===== config.mk =====
export PLATFORM = sky130hd
export DESIGN_NAME = shp_device_flat
export DESIGN_NICKNAME = d
export VERILOG_FILES = /design/src/hw/shp_pkg.sv /design/src/hw/shp_if.sv /design/src/hw/shp_device.sv /design/src/flat_wrapper.sv
export SDC_FILE = /design/constraint.sdc
export NUM_CORES = 1
export LEC_CHECK = 0
export BUFFER_PORTS_ARGS = -buffer_cell sky130_fd_sc_hd__buf_2
export CORE_MARGIN = 2
export CORE_UTILIZATION = 58
export DETAILED_ROUTE_END_ITERATION = 8
export HOLD_SLACK_MARGIN = 0.03
export PLACE_DENSITY = 0.77
export REMOVE_ABC_BUFFERS = 1
export SYNTH_ARGS = -nofsm -noshare
export SYNTH_HDL_FRONTEND = slang
export SYNTH_SLANG_ARGS = --single-unit

===== constraint.sdc =====
create_clock -name clk_sys -period 2.4 [get_ports clk_sys]
set_clock_uncertainty 0.1 [all_clocks]
set_input_delay 0.12 -clock clk_sys [delete_from_list [all_inputs] [get_ports clk_sys]]
set_output_delay 0.12 -clock clk_sys [all_outputs]
set_load 0.01 [all_outputs]

===== src/hw/shp_pkg.sv =====
// shared constants and state types for the serial host register port
package shp_pkg;

	// ==========================================
	// clocking and timing
	localparam int CLK_PERIOD_NS = 8;
	localparam int RESET_MIN_NS = 10000;
	localparam int RESET_MIN_CYC = (RESET_MIN_NS + CLK_PERIOD_NS - 1) / CLK_PERIOD_NS;
	localparam int RESET_MARGIN_CYC = 16;
	localparam int RST_CNT_W = 11;
	localparam logic [RST_CNT_W-1:0] RESET_MIN_CNT = RST_CNT_W'(RESET_MIN_CYC);
	localparam logic [RST_CNT_W-1:0] RESET_HOLD_CNT =
		RST_CNT_W'(RESET_MIN_CYC + RESET_MARGIN_CYC);
	// host serial clock half period, kept well above the 20 ns minimum
	localparam int SCLK_HALF_NS = 80;
	localparam int SCLK_HALF_CYC = (SCLK_HALF_NS + CLK_PERIOD_NS - 1) / CLK_PERIOD_NS;
	localparam int DIV_W = 4;
	localparam logic [DIV_W-1:0] DIV_LAST = DIV_W'(SCLK_HALF_CYC - 1);

	// ==========================================
	// frame layout
	localparam int FRAME_BITS = 24;
	localparam int ADDR_W = 8;
	localparam int DATA_W = 8;
	localparam int DUMMY_BITS = 7;
	localparam int CNT_W = 5;
	localparam logic [CNT_W-1:0] CYC_DUMMY_LAST = 5'h10;
	localparam logic [CNT_W-1:0] CYC_DATA_FIRST = 5'h11;
	localparam logic [CNT_W-1:0] CYC_LAST = 5'h18;
	// positions in the shift register after all 24 bits
	localparam int POS_ADDR = 0;
	localparam int POS_RW = 8;
	localparam int POS_DATA = 16;
	// positions after 16 bits have been shifted in
	localparam int POS16_ADDR = 8;
	localparam int POS16_RW = 16;
	localparam logic RW_WRITE = 1'b0;
	localparam logic RW_READ = 1'b1;

	// ==========================================
	// synchroniser lanes on the device side
	localparam int SYNC_W = 5;
	localparam int SI_CS = 0;
	localparam int SI_SCLK = 1;
	localparam int SI_SDI = 2;
	localparam int SI_STRAP = 3;
	localparam int SI_RST = 4;
	localparam logic [SYNC_W-1:0] SYNC_IDLE = 5'h11;
	localparam logic [1:0] STRAP_SETTLE = 2'h3;

	// ==========================================
	// state machines
	typedef enum logic [2:0] {
		DV_IDLE = 3'h1,
		DV_SHIFT = 3'h2,
		DV_HOLD = 3'h4
	} shp_dev_state_t;

	typedef enum logic [4:0] {
		HS_IDLE = 5'h01,
		HS_RESET = 5'h02,
		HS_PRE = 5'h04,
		HS_SHIFT = 5'h08,
		HS_POST = 5'h10
	} shp_host_state_t;

endpackage


===== src/hw/shp_if.sv =====
// serial link between host and device ends
`timescale 1ns/100ps
`default_nettype none
interface shp_if;
	logic cs_n;
	logic sclk;
	logic sdi;
	logic rst_n_pin;
	logic sdo_out;
	logic sdo_oe;
	wire sdo;

	// board pull-up: the line reads high whenever the device lets go
	assign sdo = sdo_oe ? sdo_out : 1'b1;

	modport dev (
		input cs_n,
		input sclk,
		input sdi,
		input rst_n_pin,
		output sdo_out,
		output sdo_oe
	);

	modport host (
		output cs_n,
		output sclk,
		output sdi,
		output rst_n_pin,
		input sdo
	);
endinterface
`default_nettype wire


===== src/hw/shp_device.sv =====
// device end of the serial host register port
`timescale 1ns/100ps
`default_nettype none
module shp_device (
	// system
	input wire logic clk_sys,
	input wire logic resetn,
	// serial link
	shp_if.dev link,
	// board strap
	input wire logic host_port_select,
	// register file side
	input wire logic [7:0] reg_rd_data,
	output logic reg_wr_en,
	output logic [7:0] reg_addr,
	output logic [7:0] reg_wr_data,
	output logic cfg_default,
	output logic serial_active
);

	// ==========================================
	// pin synchronisers
	logic [shp_pkg::SYNC_W-1:0] pins;
	logic [shp_pkg::SYNC_W-1:0] sync1_reg;
	logic [shp_pkg::SYNC_W-1:0] sync2_reg;
	logic sclk_d_reg;
	logic sclk_rise;
	logic sclk_fall;
	logic cs_high;
	logic rst_pin_low;

	assign pins = {link.rst_n_pin, host_port_select, link.sdi, link.sclk,
		link.cs_n};

	always_ff @(posedge clk_sys or negedge resetn) begin
		if (!resetn) begin
			sync1_reg <= shp_pkg::SYNC_IDLE;
			sync2_reg <= shp_pkg::SYNC_IDLE;
			sclk_d_reg <= 1'b0;
		end else begin
			sync1_reg <= pins;
			sync2_reg <= sync1_reg;
			sclk_d_reg <= sync2_reg[shp_pkg::SI_SCLK];
		end
	end

	// edges seen in the system clock; the host clock must stay slow enough
	assign sclk_rise = sync2_reg[shp_pkg::SI_SCLK] & ~sclk_d_reg;
	assign sclk_fall = ~sync2_reg[shp_pkg::SI_SCLK] & sclk_d_reg;
	assign cs_high = sync2_reg[shp_pkg::SI_CS];
	assign rst_pin_low = ~sync2_reg[shp_pkg::SI_RST];

	// ==========================================
	// frame engine state
	shp_pkg::shp_dev_state_t state_reg, state_next;
	logic [shp_pkg::CNT_W-1:0] cnt_reg, cnt_next;
	logic [shp_pkg::FRAME_BITS-1:0] sh_reg, sh_next;
	logic rw_reg, rw_next;
	logic [shp_pkg::DATA_W-2:0] rd_sh_reg, rd_sh_next;
	logic sdo_reg, sdo_next;
	logic sdo_oe_reg, sdo_oe_next;
	logic wr_en_reg, wr_en_next;
	logic [shp_pkg::ADDR_W-1:0] addr_reg, addr_next;
	logic [shp_pkg::DATA_W-1:0] wdata_reg, wdata_next;
	logic [shp_pkg::RST_CNT_W-1:0] rst_cnt_reg, rst_cnt_next;
	logic cfg_def_reg, cfg_def_next;
	logic [1:0] strap_age_reg, strap_age_next;
	logic serial_reg, serial_next;

	always_comb begin
		state_next = state_reg;
		cnt_next = cnt_reg;
		sh_next = sh_reg;
		rw_next = rw_reg;
		rd_sh_next = rd_sh_reg;
		sdo_next = sdo_reg;
		sdo_oe_next = sdo_oe_reg;
		wr_en_next = 1'b0;
		addr_next = addr_reg;
		wdata_next = wdata_reg;
		rst_cnt_next = rst_cnt_reg;
		cfg_def_next = cfg_def_reg;
		strap_age_next = strap_age_reg;
		serial_next = serial_reg;

		// strap taken once the synchroniser has filled after reset
		if (strap_age_reg != shp_pkg::STRAP_SETTLE) begin
			strap_age_next = strap_age_reg + 2'h1;
			serial_next = sync2_reg[shp_pkg::SI_STRAP];
		end

		// defaults only after the pin has stayed low past the minimum
		if (rst_pin_low) begin
			if (rst_cnt_reg != shp_pkg::RESET_MIN_CNT) begin
				rst_cnt_next = rst_cnt_reg + 11'h001;
			end else begin
				cfg_def_next = 1'b1;
			end
		end else begin
			rst_cnt_next = '0;
			cfg_def_next = 1'b0;
		end

		if (!serial_reg || rst_pin_low) begin
			// parallel mode or pin reset: link is ignored entirely
			state_next = shp_pkg::DV_IDLE;
			cnt_next = '0;
			sdo_oe_next = 1'b0;
		end else if (cs_high) begin
			// only a full write frame commits, at the chip select rise
			if (state_reg == shp_pkg::DV_HOLD && rw_reg == shp_pkg::RW_WRITE) begin
				wr_en_next = 1'b1;
				addr_next = sh_reg[shp_pkg::POS_ADDR +: shp_pkg::ADDR_W];
				wdata_next = sh_reg[shp_pkg::POS_DATA +: shp_pkg::DATA_W];
			end
			state_next = shp_pkg::DV_IDLE;
			cnt_next = '0;
			sdo_oe_next = 1'b0;
		end else begin
			unique case (state_reg)
				shp_pkg::DV_IDLE, shp_pkg::DV_SHIFT: begin
					state_next = shp_pkg::DV_SHIFT;
					if (sclk_rise) begin
						// lsb first: each new bit enters at the top
						sh_next = {sync2_reg[shp_pkg::SI_SDI],
							sh_reg[shp_pkg::FRAME_BITS-1:1]};
						cnt_next = cnt_reg + 5'h01;
						if (cnt_next == shp_pkg::CYC_DUMMY_LAST) begin
							// dummy bits are shifted through and never read
							addr_next = sh_next[shp_pkg::POS16_ADDR +:
								shp_pkg::ADDR_W];
							rw_next = sh_next[shp_pkg::POS16_RW];
						end
						if (cnt_next == shp_pkg::CYC_LAST) begin
							state_next = shp_pkg::DV_HOLD;
						end
					end
				end
				shp_pkg::DV_HOLD: begin
					// clock rises beyond the 24th are ignored
					state_next = shp_pkg::DV_HOLD;
				end
				default: begin
					state_next = shp_pkg::DV_IDLE;
					cnt_next = '0;
				end
			endcase

			// read data phase, driven from the falling edges
			if (sclk_fall && rw_reg == shp_pkg::RW_READ &&
				cnt_reg >= shp_pkg::CYC_DATA_FIRST) begin
				sdo_oe_next = 1'b1;
				if (cnt_reg == shp_pkg::CYC_DATA_FIRST) begin
					sdo_next = reg_rd_data[0];
					rd_sh_next = reg_rd_data[shp_pkg::DATA_W-1:1];
				end else begin
					sdo_next = rd_sh_reg[0];
					rd_sh_next = {1'b0, rd_sh_reg[shp_pkg::DATA_W-2:1]};
				end
			end
		end
	end

	always_ff @(posedge clk_sys or negedge resetn) begin
		if (!resetn) begin
			state_reg <= shp_pkg::DV_IDLE;
			cnt_reg <= '0;
			sh_reg <= '0;
			rw_reg <= shp_pkg::RW_WRITE;
			rd_sh_reg <= '0;
			sdo_reg <= 1'b0;
			sdo_oe_reg <= 1'b0;
			wr_en_reg <= 1'b0;
			addr_reg <= '0;
			wdata_reg <= '0;
			rst_cnt_reg <= '0;
			cfg_def_reg <= 1'b0;
			strap_age_reg <= 2'h0;
			serial_reg <= 1'b0;
		end else begin
			state_reg <= state_next;
			cnt_reg <= cnt_next;
			sh_reg <= sh_next;
			rw_reg <= rw_next;
			rd_sh_reg <= rd_sh_next;
			sdo_reg <= sdo_next;
			sdo_oe_reg <= sdo_oe_next;
			wr_en_reg <= wr_en_next;
			addr_reg <= addr_next;
			wdata_reg <= wdata_next;
			rst_cnt_reg <= rst_cnt_next;
			cfg_def_reg <= cfg_def_next;
			strap_age_reg <= strap_age_next;
			serial_reg <= serial_next;
		end
	end

	// ==========================================
	// outputs
	assign link.sdo_out = sdo_reg;
	assign link.sdo_oe = sdo_oe_reg;
	assign reg_wr_en = wr_en_reg;
	assign reg_addr = addr_reg;
	assign reg_wr_data = wdata_reg;
	assign cfg_default = cfg_def_reg;
	assign serial_active = serial_reg;

endmodule
`default_nettype wire


===== src/flat_wrapper.sv =====
// flat-port wrapper written by rule: the top's interface ports become plain ports
module shp_device_flat 
  (clk_sys, resetn, host_port_select, reg_rd_data, reg_wr_en, reg_addr, reg_wr_data, cfg_default, serial_active, link_cs_n, link_sclk, link_sdi, link_rst_n_pin, link_sdo_out, link_sdo_oe);
  shp_if link_i ();
  input wire logic clk_sys;
  input wire logic resetn;
  input wire logic host_port_select;
  input wire logic [7:0] reg_rd_data;
  output logic reg_wr_en;
  output logic [7:0] reg_addr;
  output logic [7:0] reg_wr_data;
  output logic cfg_default;
  output logic serial_active;
  input wire logic [$bits(link_i.cs_n)-1:0] link_cs_n;
  input wire logic [$bits(link_i.sclk)-1:0] link_sclk;
  input wire logic [$bits(link_i.sdi)-1:0] link_sdi;
  input wire logic [$bits(link_i.rst_n_pin)-1:0] link_rst_n_pin;
  output wire logic [$bits(link_i.sdo_out)-1:0] link_sdo_out;
  output wire logic [$bits(link_i.sdo_oe)-1:0] link_sdo_oe;
  assign link_i.cs_n = link_cs_n;
  assign link_i.sclk = link_sclk;
  assign link_i.sdi = link_sdi;
  assign link_i.rst_n_pin = link_rst_n_pin;
  assign link_sdo_out = link_i.sdo_out;
  assign link_sdo_oe = link_i.sdo_oe;
  shp_device u_core (.clk_sys(clk_sys), .resetn(resetn), .link(link_i), .host_port_select(host_port_select), .reg_rd_data(reg_rd_data), .reg_wr_en(reg_wr_en), .reg_addr(reg_addr), .reg_wr_data(reg_wr_data), .cfg_default(cfg_default), .serial_active(serial_active));
endmodule

### After elaboration in Yosys (flattened, before gate mapping)

Index checks and enable logic that the tools add are counted.

| word-level totals | value |
|---|---|
| memories | 0 |
| bits in latches | 0 |
| word-level logic and storage cells | 84 |
| RAM bits | 0 |
| bits in read-only memories | 0 |
| register bits | 85 |
| input port bits | 15 |

| cells by class | value |
|---|---|
| magnitude comparators | 1 |
| shift-type cells | 0 |
| $mul | 0 |
| add/subtract/negate cells | 3 |
| multiplexer cells | 26 |
| reductions and logical operators | 17 |
| divide/modulo/power cells | 0 |
| bitwise gates (word level) | 8 |
| equality and inequality tests | 12 |

Operator list:

| operator | count |
|---|---|
| $mux 8 | 5 |
| $mux 11 | 2 |
| $eq 5x5->1 const B | 3 |
| $mux 5 | 3 |
| $mux 3 | 4 |
| $add 11x1->11 const B | 1 |
| $ne 11x11->1 const B | 1 |
| $pmux 5 s2 | 1 |
| $reduce_and 5->1 | 2 |
| $mux 1 | 9 |
| $reduce_bool 2->1 | 4 |
| $mux 7 | 1 |
| $not 1->1 | 6 |
| $pmux 3 s2 | 1 |
| $reduce_and 3->1 | 2 |
| $add 5x1->5 const B | 1 |
| $ge 5x5->1 const B | 1 |
| $ne 2x2->1 const B | 2 |
| $ne 4x1->1 const B | 1 |
| $reduce_and 4->1 | 1 |
| $eq 3x1->1 const B | 1 |
| $eq 3x2->1 const B | 1 |
| $eq 3x3->1 const B | 1 |
| $logic_and 1x1->1 | 3 |
| other kinds (9) | 10 |

### Logic depth before layout (Yosys ltp)

| depth | value |
|---|---|
| word-level depth | 7 |
| gate-level depth with buffers | 7 |
| gate-level depth less buffers | 7 |

### Worst setup path before layout

Ideal clock, no wire load.

| timing | value |
|---|---|
| path type | flip-flop to flip-flop |
| start point | register u_core.sync2_reg[0] (netlist bit) |
| end point | register u_core.sh_reg[10] (netlist bit) |
| arrival | 1.751 ns |
| cell stages (with the launch flop) | 7 |
| setup slack | 0.424 ns |
| path buffers | 3 |
| path through | dfstp_2 and3b_1 clkbuf_1 nand4b_1 buf_2 buf_2 mux2_2 |

| on the way | value |
|---|---|
| longest elaborated chain between the ends | 2 |

Ends and longest elaborated chain:

| what | line | RTL |
|---|---|---|
| start, declared | shp_device.sv:25 | `logic [shp_pkg::SYNC_W-1:0] sync2_reg;` |
| start signal, assigned | shp_device.sv:38 | `sync2_reg <= shp_pkg::SYNC_IDLE;` |
| start signal, assigned | shp_device.sv:42 | `sync2_reg <= sync1_reg;` |
| $not 1->1 (no line) | -- |  |
| $reduce_and 4->1 (no line) | -- |  |
| end signal, assigned | shp_device.sv:183 | `sh_reg <= sh_next;` |
| end, declared | shp_device.sv:57 | `logic [shp_pkg::FRAME_BITS-1:0] sh_reg, sh_next;` |

Every way passes these cells.
A chain may end at the register's enable or synchronous reset.

### Worst setup path after layout

| timing | value |
|---|---|
| start point | register u_core.cnt_reg[0] (netlist bit) |
| end point | register u_core.addr_reg (netlist bit u_core.reg_addr[3]) |

| on the way | value |
|---|---|
| longest elaborated chain between the ends | 4 |

Ends and longest elaborated chain:

| what | line | RTL |
|---|---|---|
| start, declared | shp_device.sv:56 | `logic [shp_pkg::CNT_W-1:0] cnt_reg, cnt_next;` |
| start signal, assigned | shp_device.sv:182 | `cnt_reg <= cnt_next;` |
| $add 5x1->5 | shp_device.sv:127 | `cnt_next = cnt_reg + 5'h01;` |
| $eq 5x5->1 | shp_device.sv:128 | `if (cnt_next == shp_pkg::CYC_DUMMY_LAST) begin` |
| $reduce_bool 2->1 (no line) | -- |  |
| $reduce_and 5->1 (no line) | -- |  |
| end signal, assigned | shp_device.sv:189 | `addr_reg <= addr_next;` |
| end, declared | shp_device.sv:63 | `logic [shp_pkg::ADDR_W-1:0] addr_reg, addr_next;` |

Every way passes these cells.

==> flow_summary.json <==
{
  "gp_congestion": 0.823,
  "fin_crit_sh_pct": 94.8,
  "place_area_um2": 3830,
  "vias": 2201,
  "cts_setup_buffers": 0,
  "p_leak_uw": 0.00206,
  "largest_reg_flops": 24,
  "cp-end-kind": "register",
  "cts.sink_count": 85,
  "drtIter0Drc": 151,
  "area_growth_syn_to_layout_pct": 17.7,
  "hp-class": "primary input to asynchronous set/reset pin",
  "synth_area_leaders": "dfrtp_1 (56%), mux2_2 (11%), mux2i_1 (4.2%), dfstp_2 (3.7%), ha_1 (2.1%)",
  "grt_pass1_wl_um": 9670,
  "wire_per_inst_um": 13.9,
  "clk_path_buf_depth": 2,
  "layout_commonest_cell": "dfrtp_1",
  "setup_viol": 0,
  "ys_warn_count": 0,
  "drive_above_1_share_pct": 30.4,
  "layout_common_cells": "dfrtp_1 (80), mux2_2 (35), buf_2 (34)",
  "netlist.area_leader.share_pct": 56.1,
  "die_h_um": 82.4,
  "htree_num_levels": 3,
  "final_core_util_pct": 70.9,
  "synth-seq-cells": 85,
  "cts_root_buf": "clkbuf_8",
  "die_area_um2": 6790,
  "clock_latency_ns": 0.35,
  "port_buffers": 35,
  "seq_area_frac_synth_pct": 59.8,
  "viasPerCell": 5.28,
  "worst_pin_slew_ns": 0.751,
  "status": "finished, final reports clean",
  "critPathKind": "register to register",
  "yosysTopAreaCell": "dfrtp_1",
  "cp_slowest_cell": "o31ai_4",
  "maxCapViolCount": 0,
  "maxSlewHeadroom_pct": 49.9,
  "cts_tree": "built",
  "cts_hold_buf": 14,
  "drtAntennaViolNets": 0,
  "overflow": 0,
  "groute.usage.overall_pct": 19.3,
  "cp.required_ns": 2.58,
  "nNetsFinal": 358,
  "nFillCells": 429,
  "synth_edf_count": 0,
  "row_count": 28,
  "tns_ns": 0,
  "synthDistinctLibCells": 43,
  "grt_max_degree": 48,
  "ios": 36,
  "syn-cell-area_um2": 3570,
  "synth-async-reset-ratio_pct": 100,
  "grt_pass1_vias": 2160,
  "cts_buffers": 9,
  "syn_inst": 282,
  "avgSynthCellArea_um2": 12.6,
  "cts.clk_slew.worst_paths_ns": 0.09,
  "route.detailed.drc": 0,
  "power.density_nw_per_um2": 647,
  "cp_cell_sequence": "ha_1 -> o32a_1 -> o31ai_4 -> nor2_1 -> a21oi_1",
  "worst-path-buf-inv": 0,
  "synth-main-ff-cell": "dfrtp_1",
  "rsz0062_at_grt": "false",
  "power_uw": 2720,
  "maxSlewViolCount": 0,
  "crit_family": "compound AO/OA/AOI/OAI gates",
  "hold_ws_ns": 0.179,
  "core_um2": 5920,
  "hold_viol_final": 0,
  "wirelength_um": 5800,
  "cts_resized": 0,
  "diodes": 0,
  "cp.arrival_ns": 2.45,
  "period_needed_ns": 2.28,
  "final_cell_area_um2": 4200,
  "start_util_pct": 60.2,
  "max_stage_delay_ns": 0.71,
  "firstDrtPassIters": 4,
  "hpwl_um": 3870,
  "antenna_found_initial": 0,
  "path_max_fanout": 16,
  "die_width_um": 82.4,
  "fmax_mhz": 439,
  "cp-start-kind": "register",
  "ir_drop_mv": 0.574
}
==> power by group <==
part | internal [µW] | switching, µW | leakage (µW)
Combinational | 56.0 | 58.7 | 0.000853
Sequential | 1460 | 20.9 | 0.00109
Clock | 619 | 502 | 0.000114
==> cells in the mapped netlist, types with 2 or more instances <==
library cell,number
a21oi_2,2
dfstp_2,5
dfrtp_1,80
inv_1,8
mux2_2,35
nor2b_1,2
nand3_1,11
nor2_2,2
or3_1,2
o2bb2ai_1,2
xor2_1,5
mux2i_1,15
nand2b_1,2
nand4b_1,2
buf_2,4
nor2_1,15
ha_1,6
nor3_1,4
nand3b_1,2
xnor2_1,8
nor4_1,2
a21oi_1,9
and2_1,3
nand2_1,20
clkbuf_1,6
o21ai_0,13
==> cell families (layout without fill, tap and decap cells) <==
logic type / count (synthesis) / in the layout / synth area share (%)
compound gates: 34 / 34 / 6.25
xor+xnor: 13 / 13 / 3.19
fa+ha+maj: 6 / 6 / 2.11
buf+inv: 20 / 80 / 2.77
flops: 85 / 85 / 59.8
mux: 50 / 50 / 15.3
simple gates: 74 / 74 / 10.6
==> layer usage <==
layer	GRT usage, %	share of wire [%]
met4	9.33	0.95
met3	3.59	2.5
met5	0	0
met2	31.1	49
met1	25.3	48
==> path summary, 6_finish.rpt <==
check	start	depth (start not counted)	endpoint	slack, ns
worst max-delay path	u_core.cnt_reg[0]$_DFFE_PN0P_	5	u_core.reg_addr[3]$_DFFE_PN0P_	0.12
worst min-delay path	resetn	2	u_core.sh_reg[20]$_DFFE_PN0P_	0.18
worst max register to register	u_core.cnt_reg[0]$_DFFE_PN0P_	5	u_core.reg_addr[3]$_DFFE_PN0P_	0.12
worst min register to register	u_core.sync1_reg[1]$_DFF_PN0_	0	u_core.sync2_reg[1]$_DFF_PN0_	0.25
max in group asynchronous	resetn	3	u_core.sync2_reg[0]$_DFF_PN1_	1.36
min in group clk_sys	u_core.sync1_reg[1]$_DFF_PN0_	0	u_core.sync2_reg[1]$_DFF_PN0_	0.25
==> final cells by class <==
class | count | area, µm² | share of cell area [%]
clock buffer | 11 | 141 | 3.37
tap | 75 | 93.8 | 2.24
timing repair buffer | 56 | 383 | 9.12
inverter | 8 | 30.0 | 0.715
clock inverter | 5 | 82.6 | 1.97
multi-input combinational | 177 | 1330 | 31.8
sequential | 85 | 2130 | 50.8
==> stage by stage <==
step	worst slack [ns]	cells
after floorplan	-0.568	270
after global placement	0.198	387
after detailed placement	0.155	387
after CTS	0.110	417
after global routing	0.00592	417
final	0.124	417
No activity file was read; power rests on OpenSTA's default activity.
